--- src/include/fcd_pkg.sv ---
// package for the flash command sequencer (host side)
`default_nettype none
package fcd_pkg;
    localparam int ADDR_W = 20;
    localparam int DATA_W = 16;
    localparam logic [7:0] CMD_RESET = 8'hF0;
    localparam logic [7:0] CMD_UNLOCK1 = 8'hAA;
    localparam logic [7:0] CMD_UNLOCK2 = 8'h55;
    localparam logic [7:0] CMD_AUTOSEL = 8'h90;
    localparam logic [7:0] CMD_SECURED = 8'h88;
    localparam logic [7:0] CMD_QUERY = 8'h98;
    localparam logic [7:0] CMD_PROGRAM = 8'hA0;
    localparam logic [7:0] CMD_BYPASS = 8'h20;
    localparam logic [7:0] CMD_BYP_EXIT = 8'h00;
    localparam logic [7:0] CMD_ERASE_SETUP = 8'h80;
    localparam logic [7:0] CMD_CHIP_ERASE = 8'h10;
    localparam logic [7:0] CMD_SECTOR_ERASE = 8'h30;
    localparam logic [7:0] CMD_SUSPEND = 8'hB0;
    localparam logic [7:0] CMD_RESUME = 8'h30;
    // unlock and query addresses, word and byte mode
    localparam logic [11:0] UNL1_WORD = 12'h555;
    localparam logic [11:0] UNL2_WORD = 12'h2AA;
    localparam logic [11:0] UNL1_BYTE = 12'hAAA;
    localparam logic [11:0] UNL2_BYTE = 12'h555;
    localparam logic [11:0] QRY_WORD = 12'h055;
    localparam logic [11:0] QRY_BYTE = 12'h0AA;
    // identification read offsets
    localparam logic [11:0] ID_MAKER = 12'h000;
    localparam logic [11:0] ID_DEV_WORD = 12'h001;
    localparam logic [11:0] ID_DEV_BYTE = 12'h002;
    localparam logic [11:0] ID_PROT_WORD = 12'h002;
    localparam logic [11:0] ID_PROT_BYTE = 12'h004;
    localparam int SEC_LSB = 12;
    // bus timing in cycles
    localparam int CLK_MHZ = 50;
    localparam int PHASE_NS = 60;
    localparam logic [3:0] PHASE_CYC = 4'((PHASE_NS * CLK_MHZ + 999) / 1000);
    localparam int GAP_US = 50;
    localparam int GAP_CYC = GAP_US * CLK_MHZ;
    localparam logic [3:0] ONE = 4'h1;
    typedef enum logic [3:0] {
        OP_READ = 4'h0, OP_RESET = 4'h1, OP_IDREAD = 4'h2, OP_SECURED = 4'h3,
        OP_QUERY = 4'h4, OP_PROGRAM = 4'h5, OP_BYP_ENTER = 4'h6, OP_BYP_PROG = 4'h7,
        OP_BYP_EXIT = 4'h8, OP_CHIP_ERASE = 4'h9, OP_SECT_ERASE = 4'hA,
        OP_SECT_MORE = 4'hB, OP_SUSPEND = 4'hC, OP_RESUME = 4'hD
    } fcd_op_t;
    typedef enum logic [2:0] {
        ST_IDLE = 3'b000, ST_SETUP = 3'b001, ST_STROBE = 3'b011,
        ST_HOLD = 3'b010, ST_DONE = 3'b110
    } fcd_state_t;
endpackage
`default_nettype wire

--- src/verilog/fcd_host.sv ---
// host controller issuing command sequences to a parallel nor flash
`default_nettype none
module fcd_host
    import fcd_pkg::*;
(
    input wire logic i_clk,
    input wire logic i_rst,
    input wire logic i_ce,
    input wire logic i_req,
    input wire logic [3:0] i_op,
    input wire logic i_byte_mode,
    input wire logic [ADDR_W-1:0] i_addr,
    input wire logic [DATA_W-1:0] i_data,
    output logic o_busy,
    output logic o_done,
    output logic [DATA_W-1:0] o_rdata,
    output logic o_gap_late,
    output logic o_suspended,
    output logic o_bypass,
    output logic [ADDR_W-1:0] o_fa,
    output logic [DATA_W-1:0] o_dq_out,
    output logic o_dq_oe,
    input wire logic [DATA_W-1:0] i_dq_in,
    output logic o_ce_n,
    output logic o_we_n,
    output logic o_oe_n
);
    typedef struct packed {
        logic rd;
        logic [11:0] a;
        logic use_user_a;
        logic [7:0] d;
        logic use_user_d;
    } fcd_cyc_t;

    fcd_state_t state;
    logic [2:0] idx;
    logic [2:0] nidx;
    logic [3:0] phase;
    logic [11:0] gap;
    logic gap_run;
    logic erasing;
    logic [3:0] op;
    logic bm;
    logic [ADDR_W-1:0] ua;
    logic [DATA_W-1:0] ud;

    function automatic logic [11:0] unl(input logic n, input logic b);
        if (n)
            return b ? UNL2_BYTE : UNL2_WORD;
        return b ? UNL1_BYTE : UNL1_WORD;
    endfunction

    function automatic fcd_cyc_t wr(input logic [11:0] a, input logic [7:0] d);
        fcd_cyc_t c;
        c = '0;
        c.a = a;
        c.d = d;
        return c;
    endfunction

    // one bus cycle of an operation; also returns the cycle count
    function automatic fcd_cyc_t step(input logic [3:0] o, input logic [2:0] i,
                                      input logic b, output logic [2:0] n);
        fcd_cyc_t c;
        c = '0;
        n = 3'h1;
        if (i == 3'h0)
            c = wr(unl(1'b0, b), CMD_UNLOCK1);
        else if (i == 3'h1)
            c = wr(unl(1'b1, b), CMD_UNLOCK2);
        unique case (o)
            OP_READ: begin
                c = '0;
                c.rd = 1'b1;
                c.use_user_a = 1'b1;
            end
            OP_RESET, OP_SUSPEND, OP_RESUME:
                c = wr(12'h000, o == OP_RESET ? CMD_RESET :
                                (o == OP_SUSPEND ? CMD_SUSPEND : CMD_RESUME));
            OP_QUERY:
                c = wr(b ? QRY_BYTE : QRY_WORD, CMD_QUERY);
            OP_IDREAD: begin
                n = 3'h4;
                if (i == 3'h2)
                    c = wr(unl(1'b0, b), CMD_AUTOSEL);
                else if (i == 3'h3) begin
                    c = '0;
                    c.rd = 1'b1;
                    c.use_user_a = 1'b1;
                end
            end
            OP_SECURED, OP_PROGRAM, OP_BYP_ENTER: begin
                n = (o == OP_PROGRAM) ? 3'h4 : 3'h3;
                if (i == 3'h2)
                    c = wr(unl(1'b0, b), o == OP_SECURED ? CMD_SECURED :
                           (o == OP_PROGRAM ? CMD_PROGRAM : CMD_BYPASS));
                else if (i == 3'h3) begin
                    c.use_user_a = 1'b1;
                    c.use_user_d = 1'b1;
                end
            end
            OP_BYP_PROG: begin
                n = 3'h2;
                c = wr(12'h000, CMD_PROGRAM);
                if (i == 3'h1) begin
                    c.use_user_a = 1'b1;
                    c.use_user_d = 1'b1;
                end
            end
            OP_BYP_EXIT: begin
                n = 3'h2;
                c = wr(12'h000, i == 3'h0 ? CMD_AUTOSEL : CMD_BYP_EXIT);
            end
            OP_CHIP_ERASE, OP_SECT_ERASE: begin
                n = 3'h6;
                if (i == 3'h2)
                    c = wr(unl(1'b0, b), CMD_ERASE_SETUP);
                else if (i == 3'h3)
                    c = wr(unl(1'b0, b), CMD_UNLOCK1);
                else if (i == 3'h4)
                    c = wr(unl(1'b1, b), CMD_UNLOCK2);
                else if (i == 3'h5) begin
                    c = wr(unl(1'b0, b),
                           o == OP_CHIP_ERASE ? CMD_CHIP_ERASE : CMD_SECTOR_ERASE);
                    c.use_user_a = (o == OP_SECT_ERASE);
                end
            end
            OP_SECT_MORE: begin
                c = wr(12'h000, CMD_SECTOR_ERASE);
                c.use_user_a = 1'b1;
            end
            default: c = wr(12'h000, CMD_RESET);
        endcase
        return c;
    endfunction

    fcd_cyc_t cur;
    always_comb begin
        cur = step(op, idx, bm, nidx);
    end

    logic legal;
    always_comb begin
        legal = 1'b1;
        if (i_op == OP_SUSPEND)
            legal = erasing && !o_suspended;
        else if (i_op == OP_RESUME)
            legal = o_suspended;
        else if (i_op == OP_SECT_MORE)
            legal = gap_run;
        else if (i_op == OP_BYP_PROG || i_op == OP_BYP_EXIT)
            legal = o_bypass;
        else if (i_op > OP_RESUME)
            legal = 1'b0;
    end

    // request capture and sequencing
    always_ff @(posedge i_clk or posedge i_rst) begin
        if (i_rst) begin
            state <= ST_IDLE;
            idx <= 3'h0;
            phase <= 4'h0;
            op <= 4'h0;
            bm <= 1'b0;
            ua <= '0;
            ud <= '0;
            o_busy <= 1'b0;
            o_done <= 1'b0;
        end else if (i_ce) begin
            o_done <= 1'b0;
            unique case (state)
                ST_IDLE: begin
                    if (i_req && legal) begin
                        op <= i_op;
                        bm <= i_byte_mode;
                        ua <= i_addr;
                        ud <= i_data;
                        idx <= 3'h0;
                        phase <= PHASE_CYC;
                        o_busy <= 1'b1;
                        state <= ST_SETUP;
                    end
                end
                ST_SETUP, ST_STROBE, ST_HOLD: begin
                    if (phase > ONE)
                        phase <= phase - ONE;
                    else begin
                        phase <= PHASE_CYC;
                        if (state == ST_SETUP)
                            state <= ST_STROBE;
                        else if (state == ST_STROBE)
                            state <= ST_HOLD;
                        else if (idx + 3'h1 < nidx) begin
                            idx <= idx + 3'h1;
                            state <= ST_SETUP;
                        end else
                            state <= ST_DONE;
                    end
                end
                ST_DONE: begin
                    o_busy <= 1'b0;
                    o_done <= 1'b1;
                    state <= ST_IDLE;
                end
                default: state <= ST_IDLE;
            endcase
        end
    end

    // bus pins; address before strobe, data held past its rising edge
    always_ff @(posedge i_clk or posedge i_rst) begin
        if (i_rst) begin
            o_fa <= '0;
            o_dq_out <= '0;
            o_dq_oe <= 1'b0;
            o_ce_n <= 1'b1;
            o_we_n <= 1'b1;
            o_oe_n <= 1'b1;
            o_rdata <= '0;
        end else if (i_ce) begin
            if (state == ST_SETUP) begin
                // upper bits carry user value only where needed
                o_fa <= cur.use_user_a ? ua : {{(ADDR_W-12){1'b0}}, cur.a};
                o_dq_out <= cur.use_user_d ? ud : {8'h00, cur.d};
                o_dq_oe <= !cur.rd;
                o_ce_n <= 1'b0;
            end else if (state == ST_STROBE) begin
                o_we_n <= cur.rd;
                o_oe_n <= !cur.rd;
            end else if (state == ST_HOLD) begin
                // take read data while output enable still stands low
                if (!o_oe_n)
                    o_rdata <= i_dq_in;
                o_we_n <= 1'b1;
                o_oe_n <= 1'b1;
                if (phase == ONE) begin
                    o_ce_n <= 1'b1;
                    o_dq_oe <= 1'b0;
                end
            end
        end
    end

    // mode tracking
    always_ff @(posedge i_clk or posedge i_rst) begin
        if (i_rst) begin
            o_bypass <= 1'b0;
            o_suspended <= 1'b0;
            erasing <= 1'b0;
        end else if (i_ce && state == ST_DONE) begin
            if (op == OP_BYP_ENTER)
                o_bypass <= 1'b1;
            else if (op == OP_BYP_EXIT || op == OP_RESET)
                o_bypass <= 1'b0;
            if (op == OP_SECT_ERASE)
                erasing <= 1'b1;
            else if (op == OP_RESET || op == OP_CHIP_ERASE)
                erasing <= 1'b0;
            if (op == OP_SUSPEND)
                o_suspended <= 1'b1;
            else if (op == OP_RESUME || op == OP_RESET)
                o_suspended <= 1'b0;
        end
    end

    // queue window for further sectors
    always_ff @(posedge i_clk or posedge i_rst) begin
        if (i_rst) begin
            gap <= 12'h000;
            gap_run <= 1'b0;
            o_gap_late <= 1'b0;
        end else if (i_ce) begin
            if (state == ST_DONE && (op == OP_SECT_ERASE || op == OP_SECT_MORE)) begin
                gap <= 12'(GAP_CYC - 1);
                gap_run <= 1'b1;
                o_gap_late <= 1'b0;
            end else if (gap_run && state == ST_IDLE) begin
                if (gap == 12'h000) begin
                    gap_run <= 1'b0;
                    o_gap_late <= 1'b1;
                end else
                    gap <= gap - 12'h001;
            end
        end
    end
endmodule
`default_nettype wire

--- config.mk ---
export PLATFORM = sky130hd
export DESIGN_NAME = fcd_host
export DESIGN_NICKNAME = d
export VERILOG_FILES = /design/src/include/fcd_pkg.sv /design/src/verilog/fcd_host.sv
export SDC_FILE = /design/constraint.sdc
export NUM_CORES = 1
export LEC_CHECK = 0
export ABC_AREA = 0
export BUFFER_PORTS_ARGS = -buffer_cell sky130_fd_sc_hd__buf_2
export CAP_MARGIN = 20
export CORE_MARGIN = 2
export CORE_UTILIZATION = 51
export CTS_CLUSTER_SIZE = 25
export DETAILED_ROUTE_END_ITERATION = 12
export GPL_TIMING_DRIVEN = 0
export PLACE_DENSITY_LB_ADDON = 0.08
export SKIP_CTS_REPAIR_TIMING = 1
export SYNTH_ARGS = -nofsm -noshare
export SYNTH_HDL_FRONTEND = slang
export SYNTH_SLANG_ARGS = --single-unit
--- constraint.sdc ---
create_clock -name i_clk -period 4.4 [get_ports i_clk]
set_clock_uncertainty 0.2 [all_clocks]
set_input_delay 0.66 -clock i_clk [delete_from_list [all_inputs] [get_ports i_clk]]
set_output_delay 0.66 -clock i_clk [all_outputs]
set_load 0.1 [all_outputs]
# --- Word level (Yosys, flattened, before mapping) ---
# Index checks and enable logic that the tools add are counted.
totals:
  reg_bits: 126
  input_bits: 61
  wordCells: 197
classes:
  n_addsub: 3
  order_cmp: 3
  eq_ne: 35
  n_mux: 86
  n_bitwise: 3
  reduce_logical: 45
op_table:
  columns: ["operator", "n"]
  rows:
  - ["23-bit case mux with 9 select lines", 1]
  - ["23-bit two-way mux", 6]
  - ["12-bit two-way mux", 6]
  - ["8-bit two-way mux", 7]
  - ["22-bit two-way mux", 2]
  - ["1-bit two-way mux", 41]
  - ["4-bit equality test, second input constant", 10]
  - ["3-bit two-way mux", 11]
  - ["3-bit AND reduction", 7]
  - ["4-bit by 3-bit equality test with 1-bit output, second input constant", 5]
  - ["20-bit two-way mux", 1]
  - ["2-bit nonzero test", 10]
  - ["16-bit two-way mux", 1]
  - ["2-bit inequality test, second input constant", 7]
  - ["13-bit two-way mux", 1]
  - ["3-bit by 2-bit equality test with 1-bit output, second input constant", 4]
  - ["12-bit logical NOT", 1]
  - ["3-bit case mux with 2 select lines", 2]
  - ["3-bit case mux with 4 select lines", 1]
  - ["12-bit by 1-bit subtractor with 12-bit output, second input constant", 1]
  - ["11-bit two-way mux", 1]
  - ["3-bit equality test, second input constant", 3]
  - ["3-bit OR reduction", 3]
  - ["4-bit by 1-bit equality test with 1-bit output, second input constant", 2]
  - ["22 further kinds", 41]

# --- Logic depth before layout (Yosys ltp) ---
logic_depth:
  depth_word: 13
  depth_mapped: 12
  mapped_depth_nobuf: 8

# --- Least setup slack after synthesis ---
# OpenSTA, ideal clock, no wires.
synth_path:
  path_kind: "register to register"
  from: "reg idx[2]"
  to: "reg o_fa[0]"
  setup_time_ns: 0.078
  t_arrival_ns: 2.651
  t_required_ns: 4.122
  path_slack_ns: 1.471
  path_stages_with_launch: 12
  path_buffers: 3
  path_cell_list: "dfrtp_1 buf_2 clkbuf_1 inv_1 ha_1 buf_2 or4b_2 a21oi_1 o31ai_1 a221oi_2 a311oi_2 a21oi_1"
synth_via:
  elab_chain_cells: 9
  elab_cells_between_ends: 20
  cone_classes: "eq/ne: 5; mux: 14; reduce/logical: 1"
synth_rtl:
  columns: ["item", "line", "source"]
  rows:
  - ["from (decl)", "fcd_host.sv:37", "logic [2:0] idx;"]
  - ["from (signal assigned)", "fcd_host.sv:195", "idx <= idx + 3'h1;"]
  - ["3-bit by 1-bit equality test with 1-bit output", "fcd_host.sv:70, fcd_host.sv:106", null]
  - ["22-bit two-way mux", "fcd_host.sv:70", "else if (i == 3'h1)"]
  - ["22-bit two-way mux", "fcd_host.sv:68", "if (i == 3'h0)"]
  - ["23-bit two-way mux", "fcd_host.sv:123", "else if (i == 3'h5) begin"]
  - ["23-bit two-way mux", "fcd_host.sv:121", "else if (i == 3'h4)"]
  - ["23-bit two-way mux", "fcd_host.sv:119", "else if (i == 3'h3)"]
  - ["23-bit two-way mux", "fcd_host.sv:117", "if (i == 3'h2)"]
  - ["23-bit case mux with 9 select lines (*)", "fcd_host.sv:72", "unique case (o)"]
  - ["20-bit two-way mux (*)", "fcd_host.sv:224", "o_fa <= cur.use_user_a ? ua : {{(ADDR_W-12){1'b0}}, cur.a};"]
  - ["to (signal assigned)", "fcd_host.sv:224", null]
  - ["to (decl)", "fcd_host.sv:20", "output logic [ADDR_W-1:0] o_fa,"]
# Mark *: on every way between the ends. The rest lies on a longest branch, timed or not.
# A chain may end at the register's enable or synchronous reset.

# --- Worst setup path after layout ---
layout_path:
  from: "reg idx[2]"
  to: "reg o_fa[6]"
# The elaborated chain is that of the path after synthesis.

==> impl_metrics.py <==
metrics = {
    "outcome": {
        "status": "finished, final reports clean",
    },
    "place": {
        "gp_congestion": 0.936,
        "hpwl_um": 12600,
        "place.port_buffers": 121,
        "dp_cells": 909,
    },
    "cells_and_area": {
        "fin_cells": 941,
        "nets": 827,
        "area_growth_syn_to_layout_pct": 22.0,
        "drive_above_1_share_pct": 31.1,
        "antenna_cells": 0,
    },
    "synthesis": {
        "synth_edf_count": 0,
        "syn_nets": 686,
        "synthCells": 615,
        "synth_area_um2": 6510,
        "yosysSeqAreaShare_pct": 48.5,
        "yosys_warnings": 0,
        "synth_area_leader_cell": "dfrtp_1",
        "ys_async_sr_fraction_pct": 100,
        "synth-seq-cells": 126,
        "synth_cell_type_count": 74,
        "synth.avg_cell_area_um2": 10.6,
        "synthFlopType": "dfrtp_1",
        "yosys-top-cells-area": "dfrtp_1, mux2_4, o21ai_0",
        "netlist.area_leader.share_pct": 47.3,
    },
    "timing": {
        "fmax_ghz": 0.277,
        "rsz0062_at_grt": "false",
        "finalSetupTns_ns": 0,
        "slew_headroom_pct": 49.7,
        "holdWs_ns": 0.101,
        "fin_crit_ns": 3.61,
        "tightest_slew_ns": 0.749,
        "slew_viol_final": 0,
        "hold_violations": 0,
        "layout_worst_path_cycle_share_pct": 82.1,
        "setup_viol": 0,
    },
    "routing": {
        "drt_wl_total_um": 17100,
        "ant_nets": 0,
        "via_per_inst": 5.67,
        "wl_per_cell_um": 18.1,
        "drt_pre_antenna_iters": 5,
        "drc": 0,
        "via_count": 5337,
        "first_iter_violations": 414,
    },
    "cts": {
        "cts_num_sinks": 126,
        "htreeDepth": 4,
        "numCtsBuffers": 17,
        "clock_path_buffers": 2,
        "clk_latency_ns": 0.42,
        "cts_tree": "yes",
        "clk_pin_slew_ns": 0.05,
        "cts_root_buf": "clkbuf_16",
    },
    "setup_path": {
        "end_kind": "flop",
        "path_cells": "buf_2 -> clkbuf_1 -> inv_1 -> ha_1 -> buf_2 -> clkbuf_1 -> inv_1 -> a21oi_1 -> o31ai_1 -> a221oi_2 -> a311oi_2 -> a21oi_1",
        "path_max_fanout": 10,
        "worst_setup_path_start_kind": "flop",
        "criticalPathCategory": "flop to flop",
        "crit_path_max_incr_delay_ns": 0.43,
        "slowest_stage": "a311oi_2",
        "ff2ff_path_depth": 12,
        "endpoint": "o_fa[6]$_DFFE_PP0P_",
        "rr_endpoint": "o_fa[6]$_DFFE_PP0P_",
        "regToRegStartpoint": "idx[2]$_DFFE_PP0P_",
        "path_delay_family": "buffers and inverters",
        "cp.required_ns": 4.49,
        "path_buf_inv": 6,
        "crit_cells": 12,
        "cp-startpoint": "idx[2]$_DFFE_PP0P_",
        "r2r_setup_slack_ns": 0.79,
        "critical_path_arrival_ns": 3.70,
    },
    "floorplan": {
        "start_util_pct": 52.0,
        "io_pins": 122,
        "die_w_um": 117,
        "dieArea_um2": 13700,
        "fp-row-count": 41,
        "die_y_um": 117,
        "coreArea_um2": 12500,
    },
    "worst_hold_path": {
        "min_path_type": "primary input to async pin",
    },
    "global_route": {
        "antenna_found_initial": 0,
        "grt_max_degree": 68,
        "grt_pass1_vias": 5260,
        "grt_pass1_wl_um": 26600,
        "grt_usage_pct": 25.7,
        "overflow": 0,
    },
    "job": {
        "maxCapViolCount": 0,
    },
}
## layout make-up
type | instances | area, um2
fill | 1074 | 4570
sequential | 126 | 3160
tap | 172 | 215
clock buffer | 19 | 433
timing repair buffer | 122 | 633
multi-input combinational | 436 | 3100
inverter | 19 | 76.3
buffer | 34 | 179
clock inverter | 13 | 148
## per-stage QoR
stage               instance area [um2]  setup WS (ns)  util, %
floorplan                          6510          0.189        -
global placement                   7330          -1.13     58.6
finish                             7940          0.789     63.5
detailed placement                 7360          0.862     58.8
global route                       7940          0.497     63.5
CTS                                7940          0.839     63.5
## worst min path at each step
stage	from	to	cells past startpoint
after global routing	i_rst	o_dq_out[1]$_DFFE_PP0P_	2
after CTS	i_rst	ud[3]$_DFFE_PP0P_	2
after floorplan	ua[10]$_DFFE_PP0P_	ua[10]$_DFFE_PP0P_	1
final	i_rst	o_dq_out[1]$_DFFE_PP0P_	2
after global placement	o_dq_out[8]$_DFFE_PP0P_	o_dq_out[8]$_DFFE_PP0P_	2
after detailed placement	o_dq_out[8]$_DFFE_PP0P_	o_dq_out[8]$_DFFE_PP0P_	2
## state kept, by name, summed over array words and instances (netlist names), 3 cells and up
signal / count
gap: 12
op: 4
idx: 3
phase: 4
state: 3
ud: 16
o_dq_out: 16
ua: 20
o_fa: 20
o_rdata: 16
## kinds of logic (layout without fill, tap and decap cells)
family,Yosys count,after routing,share of synthesized area [%]
simple gates,193,193,14.8
compound gates,163,163,17.6
flops,126,126,48.5
mux,58,58,11.7
buf+inv,53,207,3.84
xor+xnor,12,12,1.61
fa+ha+maj,10,10,1.92
## placed cells by master, fill, tap and decap left out, types with 5 or more instances in the layout
cell	instances
inv_1	18
nand2b_1	19
clkbuf_16	17
buf_2	129
dfrtp_1	123
nand2_1	60
ha_1	10
mux2_4	30
nand4_1	11
mux2_2	21
nor3_1	8
nor4_1	6
clkinv_2	7
a21oi_1	36
o21ai_0	48
clkbuf_1	18
a31oi_1	8
nand3_1	8
nor2b_1	13
buf_6	5
xor2_1	11
nor2_1	47
a22o_1	10
a21o_1	6
## layer usage
| metal | up-vias | global-route usage [%] | wire [um] | part of all wire [%] |
|---|---|---|---|---|
| li1 | 2496 | - | - | - |
| met1 | 2666 | 34.7 | 7750 | 45 |
| met2 | 156 | 41.1 | 8210 | 48 |
| met3 | 19 | 5.25 | 840 | 4.9 |
| met4 | 0 | 10.2 | 267 | 1.6 |
| met5 | - | 0 | 0 | 0 |
## Yosys cell counts (5+ instances only)
| cell | instances |
|---|---|
| nand3_1 | 8 |
| mux2_4 | 30 |
| a22o_1 | 10 |
| clkbuf_1 | 16 |
| inv_1 | 19 |
| nor4_1 | 6 |
| ha_1 | 10 |
| a21o_1 | 6 |
| a21oi_1 | 36 |
| xor2_1 | 11 |
| nor3_1 | 8 |
| mux2_2 | 21 |
| nor2b_1 | 13 |
| nor2_1 | 47 |
| buf_2 | 8 |
| nand4_1 | 11 |
| nand2b_1 | 19 |
| dfrtp_1 | 123 |
| nand2_1 | 60 |
| a31oi_1 | 8 |
| o21ai_0 | 48 |
| buf_6 | 5 |
## worst reg2reg max path: stages (launching register included)
cell	delay, ns
dfrtp_1	0.31
buf_2	0.18
clkbuf_1	0.39
inv_1	0.25
ha_1	0.25
buf_2	0.19
clkbuf_1	0.27
inv_1	0.24
a21oi_1	0.10
o31ai_1	0.39
a221oi_2	0.15
a311oi_2	0.43
a21oi_1	0.12
Power is left out: the tool's default activity adds up to more than one toggle a clock period on the data nets, which glitch-free logic cannot reach.
